<file path="src/inc/fcd_pkg.sv">
package fcd_pkg;
   localparam int NCH = 4; // channel count
   localparam int AW = 24; // data memory address width
   localparam int DW = 16; // element width
   localparam int CW = 14; // block length field width
   localparam int SELW = 8; // request select code width
   localparam int NREQ = 256; // request lines, one per code
   localparam int BUF_DEPTH = 2; // entries in the transfer buffer

   // addressing modes
   localparam logic [1:0] AMODE_INC = 2'h0;
   localparam logic [1:0] AMODE_FIX = 2'h1;
   localparam logic [1:0] AMODE_PIA = 2'h2;
   // operating mode field positions
   localparam int MODE_ONESHOT_BIT = 0;
   localparam int MODE_PINGPONG_BIT = 1;

   localparam logic [AW-1:0] STEP_BYTE = 24'h000001; // address step, byte elements
   localparam logic [AW-1:0] STEP_WORD = 24'h000002; // address step, word elements
   localparam logic [AW-1:0] ADDR_RST = 24'h000000; // offset reset value
   localparam logic [15:0] PADR_NONE = 16'h0000; // no peripheral address given

   // request select codes
   localparam logic [SELW-1:0] SRC_EXT_INT_ZERO = 8'h00;
   localparam logic [SELW-1:0] SRC_CAPTURE_TWO = 8'h05;
   localparam logic [SELW-1:0] SRC_COMPARE_TWO = 8'h06;
   localparam logic [SELW-1:0] SRC_SECOND_TIMER = 8'h07;
   localparam logic [SELW-1:0] SRC_THIRD_TIMER = 8'h08;
   localparam logic [SELW-1:0] SRC_UART_ONE_RX = 8'h0B;
   localparam logic [SELW-1:0] SRC_CONVERTER_ONE = 8'h0D;
   localparam logic [SELW-1:0] SRC_CAN_ONE_RX = 8'h22;
   localparam logic [SELW-1:0] SRC_CODEC = 8'h3C;
   // peripheral data register addresses
   localparam logic [15:0] CAPTURE_BUFFER_TWO = 16'h014C;
   localparam logic [15:0] COMPARE_VALUE_TWO = 16'h0910;
   localparam logic [15:0] SECONDARY_COMPARE_VALUE_TWO = 16'h090E;
   localparam logic [15:0] UART_ONE_RECEIVE_REGISTER = 16'h0226;
   localparam logic [15:0] CONVERTER_ONE_RESULT_ZERO = 16'h0300;
   localparam logic [15:0] CAN_ONE_RECEIVE_DATA = 16'h0440;
   localparam logic [15:0] CODEC_RECEIVE_BUFFER_ZERO = 16'h0290;
   localparam logic [15:0] CODEC_TRANSMIT_BUFFER_ZERO = 16'h0298;

   typedef enum logic [1:0] {ST_IDLE = 2'b01, ST_READ = 2'b10} fcd_state_t;

   // one element in flight from the read phase to the write phase
   typedef struct packed {
      logic [DW-1:0] data;
      logic [AW-1:0] addr;
      logic is_byte;
      logic [1:0] chan;
      logic irq;
   } fcd_entry_t;

   // default peripheral address for a request code and direction
   function automatic logic [15:0] fcd_default_padr(input logic [SELW-1:0] sel, input logic to_periph);
      logic [15:0] a;
      a = PADR_NONE;
      unique case (sel)
         SRC_CAPTURE_TWO: a = to_periph ? PADR_NONE : CAPTURE_BUFFER_TWO;
         SRC_COMPARE_TWO: a = to_periph ? COMPARE_VALUE_TWO : PADR_NONE;
         SRC_UART_ONE_RX: a = to_periph ? PADR_NONE : UART_ONE_RECEIVE_REGISTER;
         SRC_CONVERTER_ONE: a = to_periph ? PADR_NONE : CONVERTER_ONE_RESULT_ZERO;
         SRC_CAN_ONE_RX: a = to_periph ? PADR_NONE : CAN_ONE_RECEIVE_DATA;
         SRC_CODEC: a = to_periph ? CODEC_TRANSMIT_BUFFER_ZERO : CODEC_RECEIVE_BUFFER_ZERO;
         default: a = PADR_NONE;
      endcase
      return a;
   endfunction : fcd_default_padr
endpackage : fcd_pkg

</file>
<file path="src/inc/fcd_buf_if.sv">
interface fcd_buf_if;
   import fcd_pkg::*;
   logic in_valid; // engine offers an entry
   logic in_ready; // buffer has room
   fcd_entry_t in_data;
   logic out_valid; // buffer holds an entry
   logic out_ready; // engine takes the head entry
   fcd_entry_t out_data;
   modport engine(output in_valid, in_data, out_ready, input in_ready, out_valid, out_data);
   modport store(input in_valid, in_data, out_ready, output in_ready, out_valid, out_data);
endinterface : fcd_buf_if

</file>
<file path="src/hw/fcd_xfer_buf.sv">
module fcd_xfer_buf (
   input wire logic mclk_i,
   input wire logic rst_n_i,
   fcd_buf_if.store bus
);
   import fcd_pkg::*;

   // whole buffer state
   typedef struct packed {
      fcd_entry_t [BUF_DEPTH-1:0] mem; // entry storage
      logic wp; // write index
      logic rp; // read index
      logic [1:0] cnt; // occupancy
   } fcd_buf_t;

   fcd_buf_t s_r;
   fcd_buf_t s_nxt;
   logic push;
   logic pop;

   // honest flags straight from the occupancy count
   assign bus.in_ready = (s_r.cnt != 2'(BUF_DEPTH));
   assign bus.out_valid = (s_r.cnt != 2'h0);
   assign bus.out_data = s_r.mem[s_r.rp];
   assign push = bus.in_valid & bus.in_ready;
   assign pop = bus.out_valid & bus.out_ready;

   // next state: store on push, advance on pop
   always_comb begin
      s_nxt = s_r;
      if (push) begin
         s_nxt.mem[s_r.wp] = bus.in_data;
         s_nxt.wp = ~s_r.wp;
      end
      if (pop) begin
         s_nxt.rp = ~s_r.rp;
      end
      s_nxt.cnt = s_r.cnt + 2'(push) - 2'(pop);
   end

   // state register
   always_ff @(posedge mclk_i or negedge rst_n_i) begin
      if (!rst_n_i) begin
         s_r <= '0;
      end else begin
         s_r <= s_nxt;
      end
   end
endmodule : fcd_xfer_buf

</file>
<file path="src/hw/fcd_dma.sv">
// Functional notes
// - four channels, each with own configuration
// - each channel moves data one way only
// - coinciding requests: one granted, others stay pending
// - block end raises channel interrupt pulse
// - interrupt at half block or full block
// - half select one: midpoint; zero: end
// - byte or word elements per channel
// - direction one: RAM to peripheral, zero reverse
// - RAM address post-increments or stays fixed
// - peripheral supplied address used in indirect mode
// - start by software force or request line
// - force cleared on completion or disable
// - one-shot stops after block, in ping-pong after the B block; continuous restarts
// - ping-pong swaps start address per block
// - eight-bit code selects request source
// - timer and external interrupt codes usable
// - memory accesses wait for arbiter grant
// - addresses span whole data memory
// - capture two code and buffer address
// - compare two code and value addresses
// - uart one receive code and address
// - converter one code and result address
// - can one receive code and address
// - codec code and buffer addresses
// - disabled channel performs no transfers
module fcd_dma (
   input wire logic mclk_i,
   input wire logic resetn_i,
   input wire logic [fcd_pkg::NCH-1:0] chan_enable_i,
   input wire logic [fcd_pkg::NCH-1:0] byte_size_i,
   input wire logic [fcd_pkg::NCH-1:0] dir_to_periph_i,
   input wire logic [fcd_pkg::NCH-1:0] half_irq_i,
   input wire logic [fcd_pkg::NCH-1:0][1:0] amode_i,
   input wire logic [fcd_pkg::NCH-1:0][1:0] mode_i,
   input wire logic [fcd_pkg::NCH-1:0][fcd_pkg::SELW-1:0] request_source_select_i,
   input wire logic [fcd_pkg::NCH-1:0] force_set_i,
   input wire logic [fcd_pkg::NCH-1:0][fcd_pkg::AW-1:0] start_a_i,
   input wire logic [fcd_pkg::NCH-1:0][fcd_pkg::AW-1:0] start_b_i,
   input wire logic [fcd_pkg::NCH-1:0][15:0] channel_peripheral_address_i,
   input wire logic [fcd_pkg::NCH-1:0][fcd_pkg::CW-1:0] count_i,
   input wire logic [fcd_pkg::NREQ-1:0] req_lines_i,
   input wire logic [fcd_pkg::AW-1:0] pia_addr_i,
   output logic mem_req_o,
   output logic mem_we_o,
   output logic mem_byte_o,
   output logic [fcd_pkg::AW-1:0] mem_addr_o,
   output logic [fcd_pkg::DW-1:0] mem_wdata_o,
   input wire logic mem_gnt_i,
   input wire logic [fcd_pkg::DW-1:0] mem_rdata_i,
   output logic [fcd_pkg::NCH-1:0] block_irq_o,
   output logic [fcd_pkg::NCH-1:0] force_o,
   output logic [fcd_pkg::NCH-1:0] pending_o,
   output logic [fcd_pkg::NCH-1:0] ping_o,
   output logic [fcd_pkg::NCH-1:0] stopped_o,
   output logic busy_o
);
   import fcd_pkg::*;

   // whole engine state
   typedef struct packed {
      fcd_state_t st; // read phase sequencer
      logic [1:0] cur; // channel in service
      logic [NCH-1:0] pend; // request seen, not yet served
      logic [NCH-1:0] force_b; // software force, hardware clears
      logic [NCH-1:0] stopped; // one-shot finished
      logic [NCH-1:0] ping; // buffer B selected
      logic [NCH-1:0] irq; // interrupt pulses
      logic [NCH-1:0][AW-1:0] off; // RAM offset within block
      logic [NCH-1:0][CW:0] moved; // elements moved in block
   } fcd_core_t;

   fcd_core_t s_r;
   fcd_core_t s_nxt;
   logic rst_sync_r; // first reset stage, read only by the second
   logic rst_n; // released reset used everywhere
   logic [NCH-1:0] req_ev; // selected request line per channel
   logic [NCH-1:0] want; // channels eligible for grant
   logic [1:0] low; // lowest eligible channel
   logic rd_go; // read phase owns the bus
   logic rd_done; // read taken by arbiter
   logic wr_done; // write taken by arbiter
   logic c_dir;
   logic c_pp;
   logic c_os;
   logic c_last;
   logic c_half;
   logic [1:0] c_amode;
   logic [AW-1:0] c_step;
   logic [AW-1:0] c_ram;
   logic [AW-1:0] c_padr;
   logic [CW:0] c_len;
   logic [CW:0] c_mv;
   logic [15:0] padr16;

   fcd_buf_if ibuf ();

   // two-entry buffer between read and write phases; a stalled write lets it fill
   fcd_xfer_buf u_buf (
      .mclk_i (mclk_i),
      .rst_n_i(rst_n),
      .bus    (ibuf.store)
   );

   // reset release through two stages, assertion stays asynchronous
   always_ff @(posedge mclk_i or negedge resetn_i) begin
      if (!resetn_i) begin
         rst_sync_r <= 1'b0;
         rst_n <= 1'b0;
      end else begin
         rst_sync_r <= 1'b1;
         rst_n <= rst_sync_r;
      end
   end

   // request routing and eligibility per channel
   always_comb begin
      for (int c = 0; c < NCH; c++) begin
         req_ev[c] = req_lines_i[request_source_select_i[c]];
         want[c] = (s_r.pend[c] | s_r.force_b[c]) & chan_enable_i[c] & ~s_r.stopped[c];
      end
      low = 2'h0;
      // scan downwards so the lowest number is left standing
      for (int c = NCH - 1; c >= 0; c--) begin
         if (want[c]) begin
            low = 2'(c);
         end
      end
   end

   // element addressing for the channel in service
   always_comb begin
      c_dir = dir_to_periph_i[s_r.cur];
      c_pp = mode_i[s_r.cur][MODE_PINGPONG_BIT];
      c_os = mode_i[s_r.cur][MODE_ONESHOT_BIT];
      c_amode = amode_i[s_r.cur];
      c_step = byte_size_i[s_r.cur] ? STEP_BYTE : STEP_WORD;
      // peripheral address of zero falls back to the source's known register
      padr16 = channel_peripheral_address_i[s_r.cur];
      if (padr16 == PADR_NONE) begin
         padr16 = fcd_default_padr(request_source_select_i[s_r.cur], c_dir);
      end
      c_padr = AW'(padr16);
      if (c_amode == AMODE_PIA) begin
         c_ram = pia_addr_i;
      end else begin
         // full-width adder, any data memory location reachable
         c_ram = (s_r.ping[s_r.cur] ? start_b_i[s_r.cur] : start_a_i[s_r.cur]) + s_r.off[s_r.cur];
      end
      c_len = (CW + 1)'(count_i[s_r.cur]) + 15'h0001;
      c_mv = s_r.moved[s_r.cur] + 15'h0001;
      c_last = (c_mv == c_len);
      // odd lengths round the midpoint down; length one gives no half interrupt
      c_half = (c_mv == (c_len >> 1));
   end

   // bus sharing: reads first while the buffer has room, writes drain otherwise
   // a channel disabled while waiting must not touch memory, so its read is gated here
   assign rd_go = (s_r.st == ST_READ) & chan_enable_i[s_r.cur] & ibuf.in_ready;
   assign rd_done = rd_go & mem_gnt_i;
   assign ibuf.out_ready = mem_gnt_i & ~rd_go;
   assign wr_done = ibuf.out_valid & ibuf.out_ready;
   assign ibuf.in_valid = rd_done;
   assign ibuf.in_data.data = mem_rdata_i;
   assign ibuf.in_data.addr = c_dir ? c_padr : c_ram;
   assign ibuf.in_data.is_byte = byte_size_i[s_r.cur];
   assign ibuf.in_data.chan = s_r.cur;
   assign ibuf.in_data.irq = half_irq_i[s_r.cur] ? c_half : c_last;

   // memory port toward the arbiter
   assign mem_req_o = rd_go | ibuf.out_valid;
   assign mem_we_o = ~rd_go & ibuf.out_valid;
   assign mem_byte_o = rd_go ? byte_size_i[s_r.cur] : ibuf.out_data.is_byte;
   assign mem_addr_o = rd_go ? (c_dir ? c_ram : c_padr) : ibuf.out_data.addr;
   assign mem_wdata_o = ibuf.out_data.data;

   assign block_irq_o = s_r.irq;
   assign force_o = s_r.force_b;
   assign pending_o = s_r.pend;
   assign ping_o = s_r.ping;
   assign stopped_o = s_r.stopped;
   assign busy_o = (s_r.st == ST_READ) | ibuf.out_valid;

   // next state of the engine
   always_comb begin
      s_nxt = s_r;
      s_nxt.irq = '0;
      unique case (s_r.st)
         ST_IDLE: begin
            if (|want) begin
               s_nxt.cur = low;
               s_nxt.st = ST_READ;
            end
         end
         ST_READ: begin
            // disabled while waiting for the bus: give it up, nothing moved
            if (!chan_enable_i[s_r.cur]) begin
               s_nxt.st = ST_IDLE;
            end
            if (rd_done) begin
               s_nxt.st = ST_IDLE;
               s_nxt.pend[s_r.cur] = 1'b0;
               s_nxt.force_b[s_r.cur] = 1'b0;
               if (c_amode == AMODE_INC) begin
                  s_nxt.off[s_r.cur] = s_r.off[s_r.cur] + c_step;
               end
               s_nxt.moved[s_r.cur] = c_mv;
               if (c_last) begin
                  // block complete: rewind, swap buffers, maybe stop
                  s_nxt.off[s_r.cur] = ADDR_RST;
                  s_nxt.moved[s_r.cur] = '0;
                  if (c_pp) begin
                     s_nxt.ping[s_r.cur] = ~s_r.ping[s_r.cur];
                  end
                  // one-shot ping-pong ends after the B block
                  if (c_os && (!c_pp || s_r.ping[s_r.cur])) begin
                     s_nxt.stopped[s_r.cur] = 1'b1;
                  end
               end
            end
         end
      endcase
      // interrupt only once the flagged element has reached its destination
      if (wr_done && ibuf.out_data.irq) begin
         s_nxt.irq[ibuf.out_data.chan] = 1'b1;
      end
      for (int c = 0; c < NCH; c++) begin
         // new events applied after the grant clear, so set wins
         if (req_ev[c] && !s_r.stopped[c]) begin
            s_nxt.pend[c] = 1'b1;
         end
         if (force_set_i[c]) begin
            s_nxt.force_b[c] = 1'b1;
         end
         // a disabled channel forgets everything and restarts clean
         if (!chan_enable_i[c]) begin
            s_nxt.pend[c] = 1'b0;
            s_nxt.force_b[c] = 1'b0;
            s_nxt.stopped[c] = 1'b0;
            s_nxt.ping[c] = 1'b0;
            s_nxt.off[c] = ADDR_RST;
            s_nxt.moved[c] = '0;
         end
      end
   end

   // state register
   always_ff @(posedge mclk_i or negedge rst_n) begin
      if (!rst_n) begin
         s_r <= '{st: ST_IDLE, default: '0};
      end else begin
         s_r <= s_nxt;
      end
   end
endmodule : fcd_dma

</file>
<file path="config.mk">
export PLATFORM = sky130hd
export DESIGN_NAME = fcd_dma
export DESIGN_NICKNAME = d
export VERILOG_FILES = /design/src/inc/fcd_pkg.sv /design/src/inc/fcd_buf_if.sv /design/src/hw/fcd_xfer_buf.sv /design/src/hw/fcd_dma.sv
export SDC_FILE = /design/constraint.sdc
export NUM_CORES = 1
export LEC_CHECK = 0
export BUFFER_PORTS_ARGS = -buffer_cell sky130_fd_sc_hd__buf_2
export CAP_MARGIN = 20
export CORE_AREA = 2 2 291 293
export CTS_CLUSTER_SIZE = 8
export DETAILED_ROUTE_END_ITERATION = 16
export DIE_AREA = 0 0 293 295
export GPL_ROUTABILITY_DRIVEN = 0
export MAX_ROUTING_LAYER = met4
export PLACE_DENSITY = 0.61
export SYNTH_ARGS = -nofsm -noshare
export SYNTH_HDL_FRONTEND = slang
export SYNTH_SLANG_ARGS = --single-unit
</file>
<file path="constraint.sdc">
create_clock -name mclk_i -period 9.9 [get_ports mclk_i]
set_clock_uncertainty 0.2 [all_clocks]
set_input_delay 1.98 -clock mclk_i [delete_from_list [all_inputs] [get_ports mclk_i]]
set_output_delay 1.98 -clock mclk_i [all_outputs]
set_load 0.05 [all_outputs]
</file>
======== Yosys cells after proc, flatten, opt, wreduce, memory -nomap -nowiden ========
Index checks and enable logic that the tools add are counted.
word-level totals
  input port bits ......................... 679
  output and inout port bits .............. 64
  register bits ........................... 274
  word-level logic and storage cells ...... 307
cells by class
  equal/unequal tests ..................... 50
  $add $sub $neg .......................... 6
  reduce and logical (&&, ||, !) cells .... 41
  bitwise logic cells ..................... 37
  magnitude comparators ................... 11
  muxes and demuxes ....................... 120
operator list
  kind                                                        number
  two-way mux 156 bit                                         3
  two-way mux 24 bit                                          13
  two-way mux 96 bit                                          3
  binary-select mux 24 bit (select 2 bit)                     3
  two-way mux 44 bit                                          3
  AND 96 bit                                                  1
  bitwise mux 96 bit                                          1
  NOT 96 bit                                                  1
  two-way mux 15 bit                                          6
  bitwise mux 88 bit                                          1
  one-hot mux 12 bit (6 select lines)                         1
  two-way mux 16 bit                                          4
  AND 60 bit                                                  1
  bitwise mux 60 bit                                          1
  NOT 60 bit                                                  1
  demux 24 bit (select 2 bit)                                 1
  != test 3 x 1 -> 1 bit, second input constant               16
  demux 44 bit (select 1 bit)                                 1
  != test 2 x 1 -> 1 bit, second input constant               20
  two-way mux 1 bit                                           37
  less-than comparator 8 x 9 -> 1 bit, second input constant  4
  binary-select mux 1 bit (select 8 bit)                      4
  binary-select mux 16 bit (select 2 bit)                     1
  AND reduction 4 bit                                         8
  50 further kinds                                            130

======== Depth between registers and ports, before layout ========
  word-level depth ........................ 13
  gate-level depth with buffers ........... 26
  mapped depth without buffers ............ 15

======== Cells and area by module ========
A second synthesis with hierarchy kept.
unflattened totals
  cells, all modules ...................... 2053
  area total of the unflattened synthesis .. 26885.8 um2
modules (own cells, without submodules)
  module        area an instance (um2)  seq. area each (um2)  cells an instance  instances
  fcd_dma       22475.3                 4555.6                1801               1
  fcd_xfer_buf  4410.5                  2302.2                252                1

======== Least setup slack after synthesis ========
OpenSTA, ideal clock, no wires.
  kind .................................... register -> output
  start point ............................. register s_r, in the netlist ibuf.in_data[2]
  end point ............................... output port mem_addr_o[12] in the netlist's numbering
  buffers on the path ..................... 11
  cell stages (with the launch flop) ...... 27
  required time ........................... 7.720 ns
  slack ................................... 1.194 ns
  arrival ................................. 6.526 ns
  cell sequence ........................... dfrtp_1 > buf_2 > buf_4 > buf_4 > buf_4 > buf_2 > buf_2 > buf_2 > buf_2 > buf_1 > buf_2 > clkbuf_1 > mux4_2 > mux2_2 > ha_1 > inv_1 > fa_1 > inv_1 > o21ai_0 > o21ai_1 > a2111o_1 > nand3_1 > o21ai_1 > a31oi_1 > xnor2_1 > mux2i_1 > a211oi_1
on the way
  cells in the longest elaborated chain, start to end .. 7
  elaborated cells on any way between the ends .. 26
  those cells by class .................... 1 x add/sub; 1 x eq/ne; 21 x mux; 2 x bitwise; 1 x reduce/logical
RTL lines
  what                                                                                                      RTL line        source
  start, declared                                                                                           fcd_dma.sv:73   fcd_core_t s_r;
  start signal, assigned                                                                                    fcd_dma.sv:252  s_r <= s_nxt;
  binary-select mux 24 bit (select 2 bit) / binary-select mux 1 bit (select 2 bit) (equally long branches)  fcd_dma.sv:148  c_ram = (s_r.ping[s_r.cur] ? start_b_i[s_r.cur] : start_a_i[s_r.cur]) + s_r.off[s_r.cur];
  two-way mux 24 bit (not written as such) / two-way mux 1 bit (equally long branches)                      fcd_dma.sv:148
  two-way mux 24 bit                                                                                        fcd_dma.sv:148
  adder 24 bit                                                                                              fcd_dma.sv:148
  two-way mux 24 bit                                                                                        fcd_dma.sv:144  if (c_amode == AMODE_PIA) begin
  two-way mux 24 bit                                                                                        fcd_dma.sv:174  assign mem_addr_o = rd_go ? (c_dir ? c_ram : c_padr) : ibuf.out_data.addr;
  two-way mux 24 bit *                                                                                      fcd_dma.sv:174
  end, declared                                                                                             fcd_dma.sv:47   output logic [fcd_pkg::AW-1:0] mem_addr_o,
Mark *: on every way between the ends. The rest lies on a longest branch, timed or not. The select of a mux whose other input is x is not followed.

======== Worst setup path after layout ========
  start point ............................. input port start_a_i[73] in the netlist's numbering
  end point ............................... output port mem_addr_o[21] in the netlist's numbering
on the way
  cells in the longest elaborated chain, start to end .. 7
RTL lines
  what                                      RTL line        source
  start, declared                           fcd_dma.sv:38   input wire logic [fcd_pkg::NCH-1:0][fcd_pkg::AW-1:0] start_a_i,
  binary-select mux 24 bit (select 2 bit)   fcd_dma.sv:148
  two-way mux 24 bit (not written as such)  fcd_dma.sv:148
  two-way mux 24 bit                        fcd_dma.sv:148
  adder 24 bit                              fcd_dma.sv:148
  two-way mux 24 bit                        fcd_dma.sv:144
  two-way mux 24 bit (2 in series)          fcd_dma.sv:174
Every way passes these cells. The select of a mux whose other input is x is not followed.

==> out/qor.csv <==
stage;metric;value;unit
outcome;run_status;finished clean;
synth;synth_seq_area_share;0.258;
synth;synth_common_cells;mux4_2, dfrtp_1, nand2_1;
timing;period_share;0.808;
setup_path;cp-start-kind;primary input;
die;pin_count;743;
cts;clockRootBuffer;clkbuf_16;
die;die_y;295;microns
timing;setup_viol;0;
drt;drt_wl_total;109;mm
placement;dp_worst_setup_slack;1890;ps
cts;cts.sinks;274;
synth;ys.flop_type;dfrtp_1;
cts;cts_resized;0;
power;power_density;208;nW/um^2
global_route;grt_max_degree;124;
synth;synth_edf_count;0;
synth;synthesis.nets;2941;
synth;syn_area;26600;sq um
die;row_count;106;
global_route;grt_util_met3;0.0522;
global_route;grt_pass1_wl;157;mm
setup_path;arrival;5820;ps
setup_path;crit_path_end_kind;primary output;
timing;finalSetupTns;0;ps
cts;insertion_delay;570;ps
synth;synth.most_common_cell;mux4_2;
timing;worst_pin_slew;1070;ps
synth;avgSynthCellArea;11.9;sq um
cts;postCtsHoldBufs;0;
global_route;grt_use_total;0.253;
drt;route.vias.total;23500;
cts;htree_num_levels;2;
setup_path;worstPathRequired;7720;ps
synth;ys_ff_latch;274;
final_layout;stdcell_count;3960;
timing;rsz0062_at_grt;no;
drt;drt-initial-drc-count;1877;
setup_path;crit_path_max_fanout;4;
synth;synth.distinct_cells;85;
global_route;grt.busiest_layer;met2;
cts;clk_pin_slew;50;ps
final_layout;fin_nets;3543;
cts;clockBufferDepth;3;
timing;slew_violations;0;
final_layout;multiInputGateArea;18600;sq um
final_layout;final_util;0.388;
drt;via_per_inst;5.94;
timing;fmax;0.125;GHz
synth;synthArstFlopShare;1.00;
timing;maxSlewHeadroom;0.287;
job;cap_violations;0;
drt;wl_per_cell;27.6;microns
global_route;antenna_found_initial;32;
final_layout;fillers;8060;
die;die_area;86400;sq um
die;core-area;83200;sq um
global_route;use_met2;0.408;
hold_path;min_path_type;reg -> async;
die;initial_core_util;0.320;
synth;yosys.area.top_type;mux4_2;
final_layout;regArea;6870;sq um
global_route;overflow;0;
final_layout;drive_gt1_frac;0.486;
timing;fin_ws;1900;ps
synth;synthCells;2234;
drt;ant_nets;0;
global_route;use_met1;0.317;
placement;hpwlAfterDp;84.2;mm
timing;hold_viol_final;0;
global_route;grt_pass1_vias;23300;
drt;drc;0;
drt;firstDrtPassIters;7;
power;total_leakage_power;13.6;nW
die;die_w;293;microns
placement;placedCellCount;3872;
setup_path;crit_type;in -> out;
synth;synth_area_leaders;mux4_2, dfrtp_1, nand2_1, a22o_1, nor2_1;
power;peakVddDrop;0.000141;V
timing;finalCriticalPeriod;8000;ps
cts;cts_tree;yes;
placement;io_buffers;742;
cts;cts_made_buffers;40;
cts;postCtsSetupBuffers;0;
final_layout;syn_to_final_growth;21.3;%
synth;synth_top_area_frac;0.399;
synth;ys_warn_count;0;
## stage by stage
| stage | hold WS, ps | total power [mW] | cell area, sq um |
|---|---|---|---|
| floorplan | 131 | 4.24 | 26600 |
| global placement | 137 | 5.46 | 31000 |
| detailed placement | 146 | 5.49 | 31000 |
| CTS | 158 | 6.77 | 32100 |
| global route | 160 | 7.08 | 32300 |
| finish | 136 | 6.70 | 32300 |
## flip-flops by register name, summed over array words and instances, names as in the netlist
| name | cells |
|---|---|
| block_irq_o | 4 |
| force_o | 4 |
| ibuf.in_data | 2 |
| pending_o | 4 |
| ping_o | 4 |
| rst_n | 1 |
| rst_sync_r | 1 |
| s_r | 158 |
| stopped_o | 4 |
| u_buf.s_r | 92 |
## where the power goes
group | internal (mW) | switching, mW | leakage, nW
clock | 0.745 | 0.515 | 0.539
sequential | 1.31 | 0.186 | 3.67
combinational | 1.46 | 2.48 | 9.41
total | 3.52 | 3.18 | 13.6
## layer usage
layer,vias to the layer above,wire length [microns]
li1,10100,-
met1,12000,42600
met2,1189,53400
met3,185,9270
met4,0,4100
met5,-,0
## worst max-delay path, cell delays in order
cell and delay [ps]:
buf_2 100, mux4_2 560, mux2i_1 260, inv_1 70
ha_1 290, a21o_1 210, a32oi_1 190, o21ai_1 130
o2111a_1 350, o211a_1 250, a221o_1 340, a21oi_1 190
xnor2_1 190, nand2_1 150, a31oi_1 210, buf_2 350
## kinds of logic after synthesis
family	count (synthesis)	synth area share
XOR/XNOR	99	0.0348
AO/OA/AOI/OAI	416	0.112
AND/OR/NAND/NOR	595	0.103
buffers and inverters	262	0.0449
other	1	0.000141
flip-flops	274	0.258
adder cells (fa/ha/maj)	28	0.0137
multiplexers	559	0.434
## placed cells by master (no fill, tap or decap), types with 10 or more instances in the layout
cell type  instances
a211oi_1          10
a21o_1            28
a21oi_1           53
a22o_1            87
a22oi_1           59
a31oi_1           13
and3_1            14
buf_2            738
buf_4             44
clkbuf_16         40
dfrtp_1          269
diode_2           32
ha_1              26
inv_1             34
mux2_2            42
mux2i_1           46
mux4_2           471
nand2_1          245
nand2b_1          12
nand3_1           29
nand4_1           17
nor2_1           179
nor2b_1           27
nor3_1            13
o21ai_0           76
o2bb2ai_1         13
xnor2_1           66
xor2_1            29
## final timing paths
path                                             end  depth (start not counted)  slack, ps                        start
max                                   mem_addr_o[21]                         16       1900                start_a_i[73]
min                           force_o[2]$_DFFE_PN0P_                          0        140              rst_n$_DFF_PN0_
max reg2reg                 stopped_o[1]$_DFFE_PN0P_                         13       3810  ibuf.in_data[1]$_DFFE_PN0P_
min reg2reg                   force_o[2]$_DFFE_PN0P_                          0        140              rst_n$_DFF_PN0_
max in group asynchronous  u_buf.s_r[27]$_DFFE_PN0P_                          4       7520              rst_n$_DFF_PN0_
min in group mclk_i                  rst_n$_DFF_PN0_                          0        160         rst_sync_r$_DFF_PN0_
## cell type report
cell class,instances,share of cell area
Timing Repair Buffer,785,0.127
Multi-Input combinational cell,1698,0.577
Inverter,37,0.00430
Antenna cell,32,0.00248
Clock buffer,51,0.0329
Clock inverter,3,0.00140
Tap cell,1080,0.0419
Sequential cell,274,0.213
No activity file was read; power rests on OpenSTA's default activity.
